File: config.mk
export PLATFORM = sky130hd
export DESIGN_NAME = rbpc_top
export DESIGN_NICKNAME = d
export VERILOG_FILES = /design/src/rbpc_top.v
export VERILOG_INCLUDE_DIRS = /design/src
export SDC_FILE = /design/constraint.sdc
export NUM_CORES = 1
export LEC_CHECK = 0
export BUFFER_PORTS_ARGS = -buffer_cell sky130_fd_sc_hd__buf_2
export CELL_PAD_IN_SITES_DETAIL_PLACEMENT = 2
export CELL_PAD_IN_SITES_GLOBAL_PLACEMENT = 2
export CORE_ASPECT_RATIO = 0.8
export CORE_MARGIN = 5
export CORE_UTILIZATION = 35
export CTS_BUF_LIST = sky130_fd_sc_hd__clkbuf_8
export DETAILED_ROUTE_END_ITERATION = 6
export GPL_TIMING_DRIVEN = 0
export PLACE_DENSITY = 0.86
export SYNTH_ARGS = -nofsm -noshare
export SYNTH_HDL_FRONTEND = slang
export SYNTH_SLANG_ARGS = --single-unit
File: constraint.sdc
create_clock -name i_clock -period 2.21 [get_ports i_clock]
set_input_delay 0.1105 -clock i_clock [delete_from_list [all_inputs] [get_ports i_clock]]
set_output_delay 0.1105 -clock i_clock [all_outputs]
set_load 0.01 [all_outputs]
File: src/rbpc_consts.vh
// Constants for the reset, boot strap and pin configuration block
`ifndef RBPC_CONSTS_VH
`define RBPC_CONSTS_VH

// ****************************************
// Register offsets (word index on the plain port)
// ****************************************
`define RBPC_OFF_STATUS      4'h0
`define RBPC_OFF_BUFFERED_CLOCK_OUT_SEL    4'h1
`define RBPC_OFF_PA_SEL      4'h2
`define RBPC_OFF_PA_DIR      4'h3
`define RBPC_OFF_PA_DATA     4'h4
`define RBPC_OFF_PA_PIN      4'h5
`define RBPC_OFF_PE_SEL      4'h6
`define RBPC_OFF_PE_DIR      4'h7
`define RBPC_OFF_PE_DATA     4'h8
`define RBPC_OFF_PE_PIN      4'h9

// ****************************************
// Field positions and widths
// ****************************************
`define RBPC_STAT_BOOT_BIT   0
`define RBPC_STAT_RUN_BIT    1
`define RBPC_BUFFERED_CLOCK_OUT_SEL_W      5
`define RBPC_PE_W            2
`define RBPC_PA_W            8

// ****************************************
// Clock output select codes
// ****************************************
`define RBPC_BUFFERED_CLOCK_OUT_MASTER     5'h00
`define RBPC_BUFFERED_CLOCK_OUT_OSC        5'h01

// ****************************************
// Reset values and timing
// ****************************************
`define RBPC_BUFFERED_CLOCK_OUT_SEL_RST    5'h00
`define RBPC_SEL_RST         1'b0
`define RBPC_DIR_RST         1'b0
`define RBPC_RST_CYCLES      32

`endif

File: src/rbpc_top.v
// Reset sequencer, boot strap latch, address pin muxing and clock output select
`timescale 1ns/1ps
`default_nettype none
`include "rbpc_consts.vh"

module rbpc_top #(
	parameter integer RST_CYCLES = `RBPC_RST_CYCLES   // Cycles from pin release to core release
) (
	input  wire        i_clock,              // 25 MHz system clock
	input  wire        i_sys_rst,            // Synchronous reset, active high
	input  wire        i_ext_rst_n,          // External reset pin, active low
	input  wire        i_trst_n,             // Debug port reset pin, active low
	input  wire        i_boot_select_strap,  // Boot strap pin
	input  wire        i_osc_in,             // Sampled oscillator clock
	input  wire        i_pll_master,         // Sampled PLL master clock
	input  wire        i_mem_req,            // External memory access request
	input  wire [15:0] i_mem_addr,           // Address of that access
	input  wire [1:0]  i_addr_mid_in,        // Pin levels of mid address lines
	input  wire [7:0]  i_addr_high_in,       // Pin levels of high address lines
	input  wire [3:0]  i_reg_addr,           // Register word index
	input  wire [15:0] i_reg_wdata,          // Register write data
	input  wire        i_reg_wr,             // Register write strobe
	input  wire        i_reg_rd,             // Register read strobe
	output reg  [15:0] o_reg_rdata,          // Read data, cycle after strobe
	output reg         o_core_rst,           // Internal reset, active high
	output reg         o_debug_rst,          // Debug port reset, active high
	output reg         o_boot_external,      // Latched boot mode
	output reg         o_buffered_clock_out, // Clock output pin
	output reg  [5:0]  o_addr_low,           // Low address lines
	output reg  [5:0]  o_addr_low_oe_n,      // Low lines enable, low drives
	output reg  [1:0]  o_addr_mid,           // Mid address lines
	output reg  [1:0]  o_addr_mid_oe_n,      // Mid lines enable, low drives
	output reg  [7:0]  o_addr_high,          // High address lines
	output reg  [7:0]  o_addr_high_oe_n      // High lines enable, low drives
);

	// ****************************************
	// Reset sequencer
	// ****************************************
	localparam [1:0] ST_HOLD  = 2'h0;   // External reset asserted
	localparam [1:0] ST_COUNT = 2'h1;   // Counting toward release
	localparam [1:0] ST_RUN   = 2'h2;   // Controller running

	localparam integer NPIN = `RBPC_PE_W + `RBPC_PA_W;  // Shared pins, port E first

	reg [1:0]  state_q;         // Sequencer state
	reg [31:0] cnt_q;           // Release delay counter
	reg        boot_q;          // Latched strap
	reg [15:0] addr_q;          // Last external access address
	reg [4:0]  buffered_clock_out_sel_q;      // Clock output select
	reg [NPIN-1:0] sel_q;       // 1 = general purpose function
	reg [NPIN-1:0] dir_q;       // 1 = output
	reg [NPIN-1:0] dat_q;       // Output data
	wire       pin_rst;         // Reset from pin or system
	wire [NPIN-1:0] pin_in;     // Shared pin levels
	wire [NPIN-1:0] pin_addr;   // Address bits for shared pins

	assign pin_rst  = i_sys_rst | ~i_ext_rst_n;
	assign pin_in   = {i_addr_high_in, i_addr_mid_in};
	assign pin_addr = addr_q[15:6];

	// Hold, count, then release in step with the clock
	always @(posedge i_clock) begin
		if (pin_rst) begin
			state_q <= ST_HOLD;
			cnt_q   <= 32'h00000000;
			boot_q  <= 1'b0;                      // No unknown mode before the first release
		end else begin
			case (state_q)
				ST_HOLD: begin
					// Strap is taken in the first cycle after release, so a slow strap
					// must be settled while the reset pin is still low
					boot_q  <= i_boot_select_strap;
					cnt_q   <= 32'h00000000;
					state_q <= ST_COUNT;
				end
				ST_COUNT: begin
					cnt_q <= cnt_q + 32'h00000001;
					if (cnt_q == RST_CYCLES - 1)
						state_q <= ST_RUN;
				end
				ST_RUN: begin
					state_q <= ST_RUN;
				end
				default: begin
					state_q <= ST_HOLD;
				end
			endcase
		end
	end

	// Registered reset outputs; core reset holds until counting ends
	always @(posedge i_clock) begin
		if (pin_rst) begin
			o_core_rst      <= 1'b1;
			o_boot_external <= 1'b0;
		end else begin
			o_core_rst      <= (state_q != ST_RUN);
			o_boot_external <= boot_q;
		end
	end

	// Debug reset follows only its own pin and the system reset, so a device-only reset keeps debug state
	always @(posedge i_clock) begin
		if (i_sys_rst)
			o_debug_rst <= 1'b1;
		else
			o_debug_rst <= ~i_trst_n;
	end

	// ****************************************
	// Register file
	// ****************************************
	// Writes are ignored while the core is in reset
	always @(posedge i_clock) begin
		if (o_core_rst) begin
			buffered_clock_out_sel_q <= `RBPC_BUFFERED_CLOCK_OUT_SEL_RST;
			sel_q      <= {NPIN{`RBPC_SEL_RST}};
			dir_q      <= {NPIN{`RBPC_DIR_RST}};
			dat_q      <= {NPIN{1'b0}};
		end else if (i_reg_wr) begin
			case (i_reg_addr)
				`RBPC_OFF_BUFFERED_CLOCK_OUT_SEL: buffered_clock_out_sel_q <= i_reg_wdata[4:0];
				`RBPC_OFF_PA_SEL:   sel_q[9:2] <= i_reg_wdata[7:0];
				`RBPC_OFF_PA_DIR:   dir_q[9:2] <= i_reg_wdata[7:0];
				`RBPC_OFF_PA_DATA:  dat_q[9:2] <= i_reg_wdata[7:0];
				`RBPC_OFF_PE_SEL:   sel_q[1:0] <= i_reg_wdata[1:0];
				`RBPC_OFF_PE_DIR:   dir_q[1:0] <= i_reg_wdata[1:0];
				`RBPC_OFF_PE_DATA:  dat_q[1:0] <= i_reg_wdata[1:0];
				default: begin
					// Read-only or unmapped: write dropped
				end
			endcase
		end
	end

	// Read data one cycle after the strobe, zero otherwise
	always @(posedge i_clock) begin
		if (i_sys_rst | ~i_reg_rd) begin
			o_reg_rdata <= 16'h0000;
		end else begin
			case (i_reg_addr)
				`RBPC_OFF_STATUS:   o_reg_rdata <= {14'h0000, ~o_core_rst, o_boot_external};
				`RBPC_OFF_BUFFERED_CLOCK_OUT_SEL: o_reg_rdata <= {11'h000, buffered_clock_out_sel_q};
				`RBPC_OFF_PA_SEL:   o_reg_rdata <= {8'h00, sel_q[9:2]};
				`RBPC_OFF_PA_DIR:   o_reg_rdata <= {8'h00, dir_q[9:2]};
				`RBPC_OFF_PA_DATA:  o_reg_rdata <= {8'h00, dat_q[9:2]};
				`RBPC_OFF_PA_PIN:   o_reg_rdata <= {8'h00, pin_in[9:2]};
				`RBPC_OFF_PE_SEL:   o_reg_rdata <= {14'h0000, sel_q[1:0]};
				`RBPC_OFF_PE_DIR:   o_reg_rdata <= {14'h0000, dir_q[1:0]};
				`RBPC_OFF_PE_DATA:  o_reg_rdata <= {14'h0000, dat_q[1:0]};
				`RBPC_OFF_PE_PIN:   o_reg_rdata <= {14'h0000, pin_in[1:0]};
				default:            o_reg_rdata <= 16'h0000;
			endcase
		end
	end

	// ****************************************
	// Clock output
	// ****************************************
	// Sampled, so the pin carries the source delayed one cycle and limited to half the rate
	always @(posedge i_clock) begin
		if (i_sys_rst) begin
			o_buffered_clock_out <= 1'b0;
		end else begin
			case (buffered_clock_out_sel_q)
				`RBPC_BUFFERED_CLOCK_OUT_MASTER: o_buffered_clock_out <= i_pll_master;
				`RBPC_BUFFERED_CLOCK_OUT_OSC:    o_buffered_clock_out <= i_osc_in;
				default:           o_buffered_clock_out <= 1'b0;          // Output off
			endcase
		end
	end

	// ****************************************
	// Address pins
	// ****************************************
	// Address of each access held on the bus until the next one
	always @(posedge i_clock) begin
		if (o_core_rst)
			addr_q <= 16'h0000;
		else if (i_mem_req)
			addr_q <= i_mem_addr;
	end

	// Low lines have no alternate function
	always @(posedge i_clock) begin
		if (o_core_rst) begin
			o_addr_low      <= 6'h00;
			o_addr_low_oe_n <= 6'h3F;
		end else begin
			o_addr_low      <= addr_q[5:0];
			o_addr_low_oe_n <= 6'h00;
		end
	end

	// Shared pins: address function unless selected as general purpose
	genvar g;
	generate
		for (g = 0; g < NPIN; g = g + 1) begin : g_pin
			reg out_q;    // Pin level
			reg oen_q;    // Pin enable, low drives
			always @(posedge i_clock) begin
				if (o_core_rst) begin
					out_q <= 1'b0;
					oen_q <= 1'b1;
				end else if (sel_q[g]) begin
					out_q <= dat_q[g];
					oen_q <= ~dir_q[g];
				end else begin
					out_q <= pin_addr[g];
					oen_q <= 1'b0;
				end
			end
			if (g < `RBPC_PE_W) begin : g_mid
				always @* begin
					o_addr_mid[g]      = out_q;
					o_addr_mid_oe_n[g] = oen_q;
				end
			end else begin : g_high
				always @* begin
					o_addr_high[g-`RBPC_PE_W]      = out_q;
					o_addr_high_oe_n[g-`RBPC_PE_W] = oen_q;
				end
			end
		end
	endgenerate

endmodule // rbpc_top
`default_nettype wire

## Word-level counts from Yosys, hierarchy flattened

Cells that the tools add are included.

| storage, ports and cells | value |
|---|---|
| bits in registers | 138 |
| logic and storage cells | 107 |
| input port bits | 56 |

| operators by class | value |
|---|---|
| muxes and demuxes | 26 |
| bitwise operators | 16 |
| equality and inequality tests | 15 |
| reduce and logical (&&, ||, !) cells | 11 |
| $add $sub $neg | 1 |

Operators by type and width:

| operator | count |
|---|---|
| 8-bit one-hot mux with 10 select lines | 1 |
| 32-bit one-hot mux with 2 select lines | 1 |
| 32-bit by 1-bit adder with 32-bit output (second input constant) | 1 |
| 32-bit by 5-bit equality test with 1-bit output (second input constant) | 1 |
| 1-bit two-way mux | 20 |
| 4-bit by 3-bit equality test with 1-bit output (second input constant) | 4 |
| 1-bit NOT | 14 |
| 2-bit AND reduction | 7 |
| 4-bit by 2-bit equality test with 1-bit output (second input constant) | 2 |
| 4-bit equality test (second input constant) | 2 |
| 6-bit two-way mux | 1 |
| 2-bit one-hot mux with 3 select lines | 1 |
| 5-bit by 1-bit equality test with 1-bit output (second input constant) | 1 |
| 5-bit zero test | 1 |
| 4-bit by 1-bit equality test with 1-bit output (second input constant) | 1 |
| 4-bit zero test | 1 |
| 2-bit inequality test (second input constant) | 2 |
| 2-bit by 1-bit equality test with 1-bit output (second input constant) | 1 |
| 2-bit equality test (second input constant) | 1 |
| 2-bit zero test | 1 |
| 2-bit two-way mux | 1 |
| 1-bit OR | 2 |
| 1-bit one-hot mux with 2 select lines | 1 |
| 2-bit nonzero test | 1 |

## Logic depth before layout (Yosys ltp)

Gate-level depths: netlist of the first run.

| depth | value |
|---|---|
| depth in word-level cells | 3 |
| mapped depth | 8 |
| depth with buffers taken out | 6 |

## Least setup slack after synthesis of the first run

OpenSTA, ideal clock, no wires.

| timing path | value |
|---|---|
| kind | flip-flop to flip-flop |
| start point | register cnt_q[4] |
| end point | register cnt_q[20] |
| arrival | 1.808 ns |
| path buffers | 1 |
| setup slack | 0.332 ns |
| data required time | 2.140 ns |
| clock period less this slack | 1.878 ns |
| stages on the path, launching flop included | 6 |
| cells stage by stage | dfxtp_1 -> nand4_2 -> or4_1 -> buf_2 -> or4_1 -> a21oi_1 |

| between the ends | value |
|---|---|
| cells in the longest elaborated chain, start to end | 2 |

RTL lines:

| item | line | source |
|---|---|---|
| start, declared | rbpc_top.v:47 | `reg [31:0] cnt_q;` |
| start signal, assigned | rbpc_top.v:78 | `cnt_q <= cnt_q + 32'h00000001;` |
| 32-bit by 1-bit adder with 32-bit output | rbpc_top.v:78 |  |
| 32-bit one-hot mux with 2 select lines | rbpc_top.v:69 | `case (state_q)` |

Every way passes these cells.
A chain may end at the register's enable or synchronous reset.

## Worst setup path in the final report of the first run

| timing path | value |
|---|---|
| start point | register o_core_rst |
| end point | register sel_q[5] |

RTL lines:

| item | line | source |
|---|---|---|
| start, declared | rbpc_top.v:25 | `output reg o_core_rst,` |
| start signal, assigned | rbpc_top.v:98 | `o_core_rst <= (state_q != ST_RUN);` |
| end signal, assigned | rbpc_top.v:118 | `` sel_q <= {NPIN{`RBPC_SEL_RST}}; `` |
| end signal, assigned | rbpc_top.v:124 | `` `RBPC_OFF_PA_SEL: sel_q[9:2] <= i_reg_wdata[7:0]; `` |
| end, declared | rbpc_top.v:51 | `reg [NPIN-1:0] sel_q;` |

No word-level cell between the ends.

==> out/metrics.yaml, run 1 <==
initial_core_util: 0.3560
hold_class: "primary input to register"
grt-ovfl-total: 0
synthesis.area_um2: 5625
first_pass_iters: 4
antenna_found_initial: 0
setup_violations: 0
insertion_delay_ps: 470
synthTopCellsByCount: "dfxtp_1 (125), nor2_1 (67), mux2i_1 (63), nand2_1 (45), a21oi_1 (35)"
ys_seq_area_frac: 0.4448
worst-path-buf-inv: 3
num_vias: 5441
place_congestion: 0.8459
clk_pin_slew_ps: 90
routedWlPerCell_um: 23.46
async_flop_share: 0
synth-simple-area-share: 0.2115
cts_tree: "yes"
hold_violations: 0
ys_seq_elements: 125
yosysTopAreaCell: "dfxtp_1"
worst_slew_pin_slew_ps: 957.1
synth_cells: 616
synth_most_common_cell: "dfxtp_1"
startpoint_type: "register"
grt_pass1_vias: 6169
fmax_mhz: 458.3
fin_crit_ps: 2182
fin_cells: 993
p_per_area_nw_per_um2: 658.8
p_leak_nw: 2.768
avgSynthCellArea_um2: 9.132
synth_top_area_frac: 0.4448
synth-edff-count: 0
cts-htree-levels: 4
synthMuxAreaShare: 0.1321
netlist_top_cells_area: "dfxtp_1 (44%), mux2i_1 (11%), buf_4 (4.5%)"
ant_nets: 0
path_common_cell: "clkbuf_1"
ys_warn_count: 0
p_sw_frac: 0.2877
final_net_count: 825
worstSetupEndpointType: "register"
crit_arrival_ps: 2500
die_h_um: 123.4
area_growth_syn_to_layout_pct: 26.56
crit_chain: "clkbuf_1, clkbuf_1, clkbuf_1, nor2_1"
grt_max_degree: 17
pwr-share-seq: 0.483
rsz0062_at_grt: "false"
dp_hpwl_mm: 14.70
drive_gt1_frac: 0.2532
ys_types: 57
ir_drop_mv: 0.4321
ioPinCount: 108
ys.flop_type: "dfxtp_1"
clock_power_share: 0.436
p_switching_mw: 1.349
crit_family: "buffers and inverters"
required_ps: 2530
cts.sinks: 125
grt.total_usage: 0.2514
synth_top_family_by_area: "simple AND/OR/NAND/NOR gates"
drv_cap: 0
drt-total-wl_mm: 23.29
criticalPathCategory: "register to register"
via_per_inst: 5.479
path_max_fanout: 10
placement.io_buffers: 89
maxSlewViolCount: 0
num_antenna_cells: 0
die_area_um2: 18720
outcome: "completed"
synth_compound_area_frac: 0.1154
worst_hold_slack_ps: 25.03
placed_cells: 927
initialDrtViolationCount: 309
root_buffer: "clkbuf_8"
drc: 0
synthAdderAreaFrac: 0.008897
fin_skew_ps: 15.81
pwr-share-comb: 0.081
grt_pass1_wl_mm: 35.34
intPower_mw: 3.341
clockBufferDepth: 2
final_util: 0.4506
rows: 41
max_stage_delay_ps: 650
die_w_um: 151.7
cts_buffers: 17
synth-xor-area-share: 0.001557
core-area_um2: 15800
fin_crit_sh: 0.9873
slew_headroom: 0.3620
crit_slowest_cell: "clkbuf_1"
==> worst min-delay path, cell delays in order <==
cell     delay (ps)
buf_2           110
a32oi_1         110
a21oi_1         130
==> logic make-up (layout without fill, tap and decap cells) <==
kind of cell	count (synthesis)	in the layout
and+or+nand+nor	232	232
DFF	125	125
AOI/OAI and AO/OA	95	95
buffers and inverters	86	241
muxes	72	72
adders and majority gates	4	4
other	1	8
xor gates and xnor gates	1	1
==> power by group through the flow <==
stage | sequential, mW | clock [mW] | combinational, mW
2_1_floorplan | 2.32 | 0 | 0.179
3_3_place_gp | 2.32 | 0 | 0.299
3_5_place_dp | 2.32 | 0 | 0.313
4_1_cts | 2.27 | 2.05 | 0.359
5_1_grt | 2.27 | 2.17 | 0.405
6_report | 2.27 | 2.04 | 0.380
==> flip-flops by register name, indices dropped and copies added, names as in the netlist <==
register                  count
addr_q                       16
o_boot_external               1
o_debug_rst                   1
dat_q                        10
o_core_rst                    1
g_pin.out_q                  10
o_buffered_clock_out          1
cnt_q                        32
state_q                       2
g_pin.oen_q                  10
o_addr_low                    6
buffered_clock_out_sel_q      5
boot_q                        1
o_addr_low_oe_n               1
sel_q                        10
o_reg_rdata                   8
dir_q                        10
==> what timing repair did <==
item / 4_1_cts / 5_1_grt
pin swaps: 1 / 2
hold buffers: 29 / 1
setup endpoints to repair: 11 / 22
buffers inserted: 2 / 2
resized for setup: 2 / 22
endpoints found under the hold margin: 39 / 1
==> worst paths after layout <==
check / from / endpoint / slack (ps) / cells past startpoint
setup / recovery: o_core_rst$_SDFF_PP1_ / sel_q[5]$_SDFFE_PP0P_ / 30 / 4
hold / removal: i_addr_high_in[4] / o_reg_rdata[4]$_SDFF_PP0_ / 30 / 3
setup reg to reg: o_core_rst$_SDFF_PP1_ / sel_q[5]$_SDFFE_PP0P_ / 30 / 4
hold reg to reg: o_core_rst$_SDFF_PP1_ / o_addr_low_oe_n[4]$_DFF_P_ / 470 / 0
==> routing by layer <==
metal,part of all wire,global-route usage
met5,0,0
met4,0.026,0.1077
met3,0.052,0.05973
met2,0.51,0.4342
met1,0.42,0.2992
==> cells in the final DEF (no fill, tap or decap), types with 6 or more instances in the layout <==
cell,count
conb_1,8
nand4_1,14
nand3b_1,6
dfxtp_2,7
nand2_1,45
nor2_1,67
mux2_2,8
o21ai_0,6
nor4_1,7
o211ai_1,6
inv_6,7
dlygate4sd3_1,30
clkbuf_1,26
o311ai_0,6
or4_1,6
buf_2,91
and3_1,6
a21oi_1,34
a21o_1,12
nand3_1,26
inv_1,14
dfxtp_1,117
buf_4,38
clkbuf_8,17
mux2i_1,63
nor3_1,7
nor2b_1,13
or3_1,9
==> stage by stage <==
stage	setup WS, ps	TNS, ps	instance area (um2)	power [mW]
3_3_place_gp	-41.73	-161.1	6366	2.618
5_1_grt	8.464	0	7119	4.843
6_report	28.06	0	7119	4.690
2_1_floorplan	331.8	0	5652	2.498
4_1_cts	2.173	0	7061	4.673
3_5_place_dp	-163.8	-755.1	6366	2.633
==> final cells by class <==
cell class / count / area (um2)
well taps: 215 / 269.0
repair buffers: 123 / 775.7
flip-flops and latches: 125 / 2515
clock inverters: 15 / 152.6
fillers: 1773 / 8681
inverters: 15 / 56.30
plain buffers: 71 / 425.4
clock buffers: 17 / 234.0
multi-input cells: 412 / 2691
Note: power is estimated with default switching activity, not from simulation.
==> run 2: changes to the inputs <==
--- a/config.mk
+++ b/config.mk
@@ -9,13 +9,13 @@
 export BUFFER_PORTS_ARGS = -buffer_cell sky130_fd_sc_hd__buf_2
 export CELL_PAD_IN_SITES_DETAIL_PLACEMENT = 2
 export CELL_PAD_IN_SITES_GLOBAL_PLACEMENT = 2
-export CORE_ASPECT_RATIO = 0.8
 export CORE_MARGIN = 5
 export CORE_UTILIZATION = 35
 export CTS_BUF_LIST = sky130_fd_sc_hd__clkbuf_8
 export DETAILED_ROUTE_END_ITERATION = 6
 export GPL_TIMING_DRIVEN = 0
 export PLACE_DENSITY = 0.86
+export SETUP_SLACK_MARGIN = 0.5
 export SYNTH_ARGS = -nofsm -noshare
 export SYNTH_HDL_FRONTEND = slang
 export SYNTH_SLANG_ARGS = --single-unit
==> out/metrics.yaml, run 2 (synthesis results as in run 1) <==
outcome: "completed"
area_growth_syn_to_layout_pct: 36.34
layout_commonest_cell: "dfxtp_1"
rows: 46
cts-htree-levels: 4
maxSlewViolCount: 0
grt.total_usage: 0.2662
hold_class: "primary input to register"
dr_wl_met2_mm: 13.78
fin_crit_sh: 0.8883
grt_max_degree: 17
fin_crit_ps: 1963
fillers: 1686
path_max_fanout: 5
first_pass_iters: 7
worstSetupEndpointType: "register"
initial_core_util: 0.3554
die_area_um2: 18710
top_layer_used: "met4"
p_per_area_nw_per_um2: 611.8
reg2regPathDepth: 4
clockBufferDepth: 2
crit_end: "cnt_q[24]$_SDFFE_PP0P_"
worst_slew_pin_slew_ps: 912.0
clk_pin_slew_ps: 80
setup_violations: 0
crit_arrival_ps: 2370
hold_path_depth: 3
core-area_um2: 15830
wirelength_met1_mm: 10.06
cts.sinks: 125
num_antenna_cells: 0
slew_headroom: 0.3920
tns_ps: 0
die_w_um: 136.8
routedWlPerCell_um: 25.56
fin_skew_ps: 15.85
drv_cap: 0
final_area_um2: 7670
post_dp_cell_area_um2: 6439
final_cell_mix: "dfxtp_1 (109), buf_2 (91), nor2_1 (66), mux2i_1 (62), buf_4 (56)"
startpoint_type: "register"
criticalPathCategory: "register to register"
antenna_found_initial: 0
via_per_inst: 5.558
dp_hpwl_mm: 14.25
grt_pass1_wl_mm: 37.31
fmax_mhz: 509.4
root_buffer: "clkbuf_8"
cts_buffers: 17
reg2reg_to: "cnt_q[24]$_SDFFE_PP0P_"
cts_tree: "yes"
wl_met3_mm: 1.018
rsz0062_at_grt: "true"
num_vias: 5647
drive_gt1_frac: 0.3413
top_register: "cnt_q"
ant_nets: 0
grt_pass1_vias: 6239
drc: 0
hold_violations: 0
ioPinCount: 108
startpoint: "cnt_q[19]$_SDFFE_PP0P_"
largest_reg_flops: 32
largest_registers: "cnt_q: 32 flops, addr_q: 16 flops"
placement.io_buffers: 89
r2r_start: "cnt_q[19]$_SDFFE_PP0P_"
p_leak_nw: 3.013
regToRegSetupSlack_ps: 250
insertion_delay_ps: 490
drt-total-wl_mm: 25.97
grt-ovfl-total: 0
required_ps: 2620
ir_drop_mv: 0.3855
final_net_count: 847
die_h_um: 136.8
p_total_mw: 4.693
place_congestion: 0.7994
initialDrtViolationCount: 312
## run 2: changes by cell type in the layout (fill, tap and decap cells not counted), moves of 5 or more
cell      previous run  this run
dfxtp_1            117       109
dfxtp_4              1         8
inv_6                7         0
o311ai_4             0         6
or4_4                0         5
a21oi_1             34        28
buf_6                3        13
a21oi_2              1         7
or4_1                6         1
buf_4               38        56
clkbuf_1            26        18
o311ai_0             6         0
## run 2: metrics by stage
step                  util  hold slack, ps  instances  setup WS (ps)
floorplan                -           183.5        623          428.0
finish              0.4846           30.93       1016          246.8
detailed placement  0.4068           286.7        928          48.28
global route        0.4846           14.86       1016          200.7
global placement    0.4068           286.5        928          161.3
CTS                 0.4650           16.68       1004          319.1
## run 2: final cells by class
| class | count | area (um2) | area share |
|---|---|---|---|
| tap | 216 | 270.3 | 0.03524 |
| inverter | 15 | 56.30 | 0.007341 |
| multi-input combinational | 412 | 2963 | 0.3863 |
| sequential | 125 | 2542 | 0.3315 |
| clock inverter | 13 | 118.9 | 0.01550 |
| clock buffer | 19 | 261.5 | 0.03409 |
| timing repair buffer | 145 | 958.4 | 0.1250 |
| buffer | 71 | 499.2 | 0.06509 |
## run 2: worst min path at each step
stage                         from                       to
global route        i_mem_addr[11]  addr_q[11]$_SDFFE_PP0P_
CTS                 i_mem_addr[11]  addr_q[11]$_SDFFE_PP0P_
floorplan                 i_trst_n   o_debug_rst$_SDFF_PP1_
finish              i_mem_addr[11]  addr_q[11]$_SDFFE_PP0P_
detailed placement        i_trst_n   o_debug_rst$_SDFF_PP1_
global placement          i_trst_n   o_debug_rst$_SDFF_PP1_
## run 2: metal layers
layer	vias to the layer above	global-route usage
li1	2496	-
met1	2882	0.2908
met2	193	0.4855
met3	76	0.05699
met4	0	0.1308
met5	-	0
## run 2: critical path: stages (launching register included)
cell     delay (ps)
dfxtp_1         490
nand4_1         320
or3_4           490
or4_4           440
a21oi_2         150
## run 2: power breakdown
| group | internal (mW) | switching, mW | total, mW |
|---|---|---|---|
| clock network | 0.947 | 1.08 | 2.02 |
| logic | 0.169 | 0.242 | 0.411 |
| registers | 2.25 | 0.00715 | 2.26 |
| total | 3.37 | 1.32 | 4.69 |
## run 2: repair_timing
item | CTS | global route
endpoints found under the hold margin | 39 | 0
cloned | 0 | 1
setup buffers | 16 | 11
gates resized for setup | 43 | 59
pin swaps | 17 | 15
hold buffers | 28 | 0
setup endpoints to repair | 56 | 41
==> run 3: changes to the inputs <==
--- a/config.mk
+++ b/config.mk
@@ -6,12 +6,14 @@
 export SDC_FILE = /design/constraint.sdc
 export NUM_CORES = 1
 export LEC_CHECK = 0
+export ABC_AREA = 1
 export BUFFER_PORTS_ARGS = -buffer_cell sky130_fd_sc_hd__buf_2
 export CELL_PAD_IN_SITES_DETAIL_PLACEMENT = 2
 export CELL_PAD_IN_SITES_GLOBAL_PLACEMENT = 2
 export CORE_MARGIN = 5
-export CORE_UTILIZATION = 35
+export CORE_UTILIZATION = 32
 export CTS_BUF_LIST = sky130_fd_sc_hd__clkbuf_8
+export CTS_CLUSTER_DIAMETER = 100
 export DETAILED_ROUTE_END_ITERATION = 6
 export GPL_TIMING_DRIVEN = 0
 export PLACE_DENSITY = 0.86
==> constraint.sdc (replaced) <==
create_clock -name i_clock -period 1.9 [get_ports i_clock]
set_input_delay 0.095 -clock i_clock [delete_from_list [all_inputs] [get_ports i_clock]]
set_output_delay 0.095 -clock i_clock [all_outputs]
set_load 0.01 [all_outputs]
==> out/metrics.yaml, run 3 <==
outcome: "completed"
clock_power_share: 0.471
drv_cap: 0
first_pass_iters: 5
drt-total-wl_mm: 33.77
ioPinCount: 108
drive_gt1_frac: 0.3472
num_vias: 6889
pwr-share-seq: 0.426
cts.sinks: 125
fin_cells: 1235
top_register: "cnt_q"
ir_drop_mv: 0.4880
slew_headroom: 0.4528
intPower_mw: 4.386
netlist_top_cells_area: "dfxtp_1 (44%), o21ai_0 (8.6%), nand2_1 (8.3%)"
required_ps: 2300
synthTopCellsByCount: "nand2_1 (126), dfxtp_1 (125), nor2_1 (115), inv_1 (107), o21ai_0 (98)"
final_net_count: 1055
initial_core_util: 0.3273
ys_warn_count: 0
fin_crit_ps: 1818
clockBufferDepth: 2
p_switching_mw: 1.815
largest_reg_flops: 32
placement.io_buffers: 90
synth-edff-count: 0
wirelength_met1_mm: 12.93
hold_class: "primary input to register"
setup_violations: 0
die_h_um: 143.5
p_leak_nw: 3.145
final_cell_mix: "nand2_1 (105), dfxtp_1 (102), inv_1 (98), buf_2 (93), nor2_1 (88)"
avgSynthCellArea_um2: 7.055
ys_seq_elements: 125
worst_slew_pin_slew_ps: 820.8
tns_ps: 0
grt.total_usage: 0.2716
hold_violations: 0
insertion_delay_ps: 490
place_congestion: 0.7876
synth_cells: 808
pre_cts_ws_ps: 54.89
synth_top_area_frac: 0.4390
pwr-share-comb: 0.103
die_area_um2: 20580
routedWlPerCell_um: 27.34
p_total_mw: 6.201
area_growth_syn_to_layout_pct: 42.69
fmax_mhz: 550.0
ant_nets: 0
placed_cells: 1130
ys_types: 28
final_util: 0.4670
yosysTopAreaCell: "dfxtp_1"
grt_pass1_wl_mm: 42.12
antenna_found_initial: 3
fin_skew_ps: 24.05
dr_wl_met2_mm: 17.03
worstSetupEndpointType: "register"
grt-ovfl-total: 0
layout_commonest_cell: "nand2_1"
via_per_inst: 5.578
fin_ws_ps: 81.94
root_buffer: "clkbuf_8"
async_flop_share: 0
rsz0062_at_grt: "true"
dp_hpwl_mm: 15.56
startpoint_type: "register"
initialDrtViolationCount: 564
cts_tree: "yes"
rows: 48
ys_seq_area_frac: 0.4390
ys.flop_type: "dfxtp_1"
crit_arrival_ps: 2220
wl_met3_mm: 1.922
criticalPathCategory: "register to register"
fin_crit_sh: 0.9569
grt_max_degree: 17
drc: 0
maxSlewViolCount: 0
die_w_um: 143.5
grt_pass1_vias: 7187
clk_pin_slew_ps: 100
core-area_um2: 17420
synth_most_common_cell: "nand2_1"
top_layer_used: "met5"
p_per_area_nw_per_um2: 762.3
path_max_fanout: 6
cts-htree-levels: 4
synthesis.area_um2: 5700
cts_buffers: 17
largest_registers: "cnt_q: 32 flops, addr_q: 16 flops"
p_sw_frac: 0.2926
## run 3: repair_timing
| item | CTS | global route |
|---|---|---|
| pin swaps | 28 | 33 |
| hold buffers | 26 | 0 |
| buffers inserted | 26 | 17 |
| endpoints found under the setup margin | 105 | 83 |
| cloned | 1 | 1 |
| resized for setup | 88 | 102 |
| hold endpoints to repair | 27 | 0 |
## run 3: power groups by stage
| stage | registers (mW) | clock network (mW) | logic (mW) |
|---|---|---|---|
| 5_1_grt | 2.64 | 3.03 | 0.663 |
| 2_1_floorplan | 2.70 | 0 | 0.188 |
| 3_3_place_gp | 2.70 | 0 | 0.343 |
| 3_5_place_dp | 2.70 | 0 | 0.352 |
| 6_report | 2.64 | 2.92 | 0.638 |
| 4_1_cts | 2.64 | 2.79 | 0.494 |
## run 3: area by class of cell
class / instances / area, um2
fillers: 1973 / 9283
diodes: 2 / 5.005
inverters: 108 / 414.1
well taps: 225 / 281.5
plain buffers: 55 / 386.6
clock buffers: 18 / 247.7
repair buffers: 160 / 1139
repair inverters: 1 / 5.005
clock inverters: 14 / 202.7
flip-flops and latches: 125 / 2546
multi-input cells: 527 / 2907
## run 3: per-layer routing
| layer | track usage | up-vias |
|---|---|---|
| li1 | - | 2938 |
| met1 | 0.3135 | 3480 |
| met2 | 0.4991 | 340 |
| met3 | 0.04759 | 129 |
| met4 | 0.1021 | 2 |
| met5 | 0 | - |
## run 3: kinds of logic (layout without fill, tap and decap cells)
| group | after synthesis | in the layout | synth area share |
|---|---|---|---|
| simple gates | 324 | 324 | 0.2465 |
| compound gates | 191 | 191 | 0.1745 |
| buf+inv | 163 | 356 | 0.1306 |
| flops | 125 | 125 | 0.4390 |
| fa+ha+maj | 4 | 4 | 0.008780 |
| other cells | 1 | 10 | 0.0006578 |
## run 3: stage by stage
step                hold WS [ps]  area (um2)
global placement           260.8        6472
finish                     16.97        8134
detailed placement         264.4        6472
global route               34.18        8134
CTS                        3.050        7661
floorplan                  164.0        5741
## run 3: worst paths after layout
kind / slack (ps) / to / start / cells past startpoint
setup / recovery: 80 / cnt_q[20]$_SDFFE_PP0P_ / state_q[1]$_SDFFE_PP0P_ / 11
hold / removal: 20 / o_reg_rdata[5]$_SDFF_PP0_ / i_addr_high_in[5] / 5
setup reg to reg: 80 / cnt_q[20]$_SDFFE_PP0P_ / state_q[1]$_SDFFE_PP0P_ / 11
hold reg to reg: 460 / g_pin[9].oen_q$_SDFF_PP1_ / dir_q[9]$_SDFFE_PP0P_ / 1
## run 3: critical path, stage by stage, from the launching register on
cell and delay, ps:
dfxtp_2 350, inv_2 90, ha_4 150, buf_8 130, inv_1 170, nor2_4 200, nand2_2 140, nor2_4 190
nand2_1 90, nand2_1 80, inv_1 50, nor2_1 90
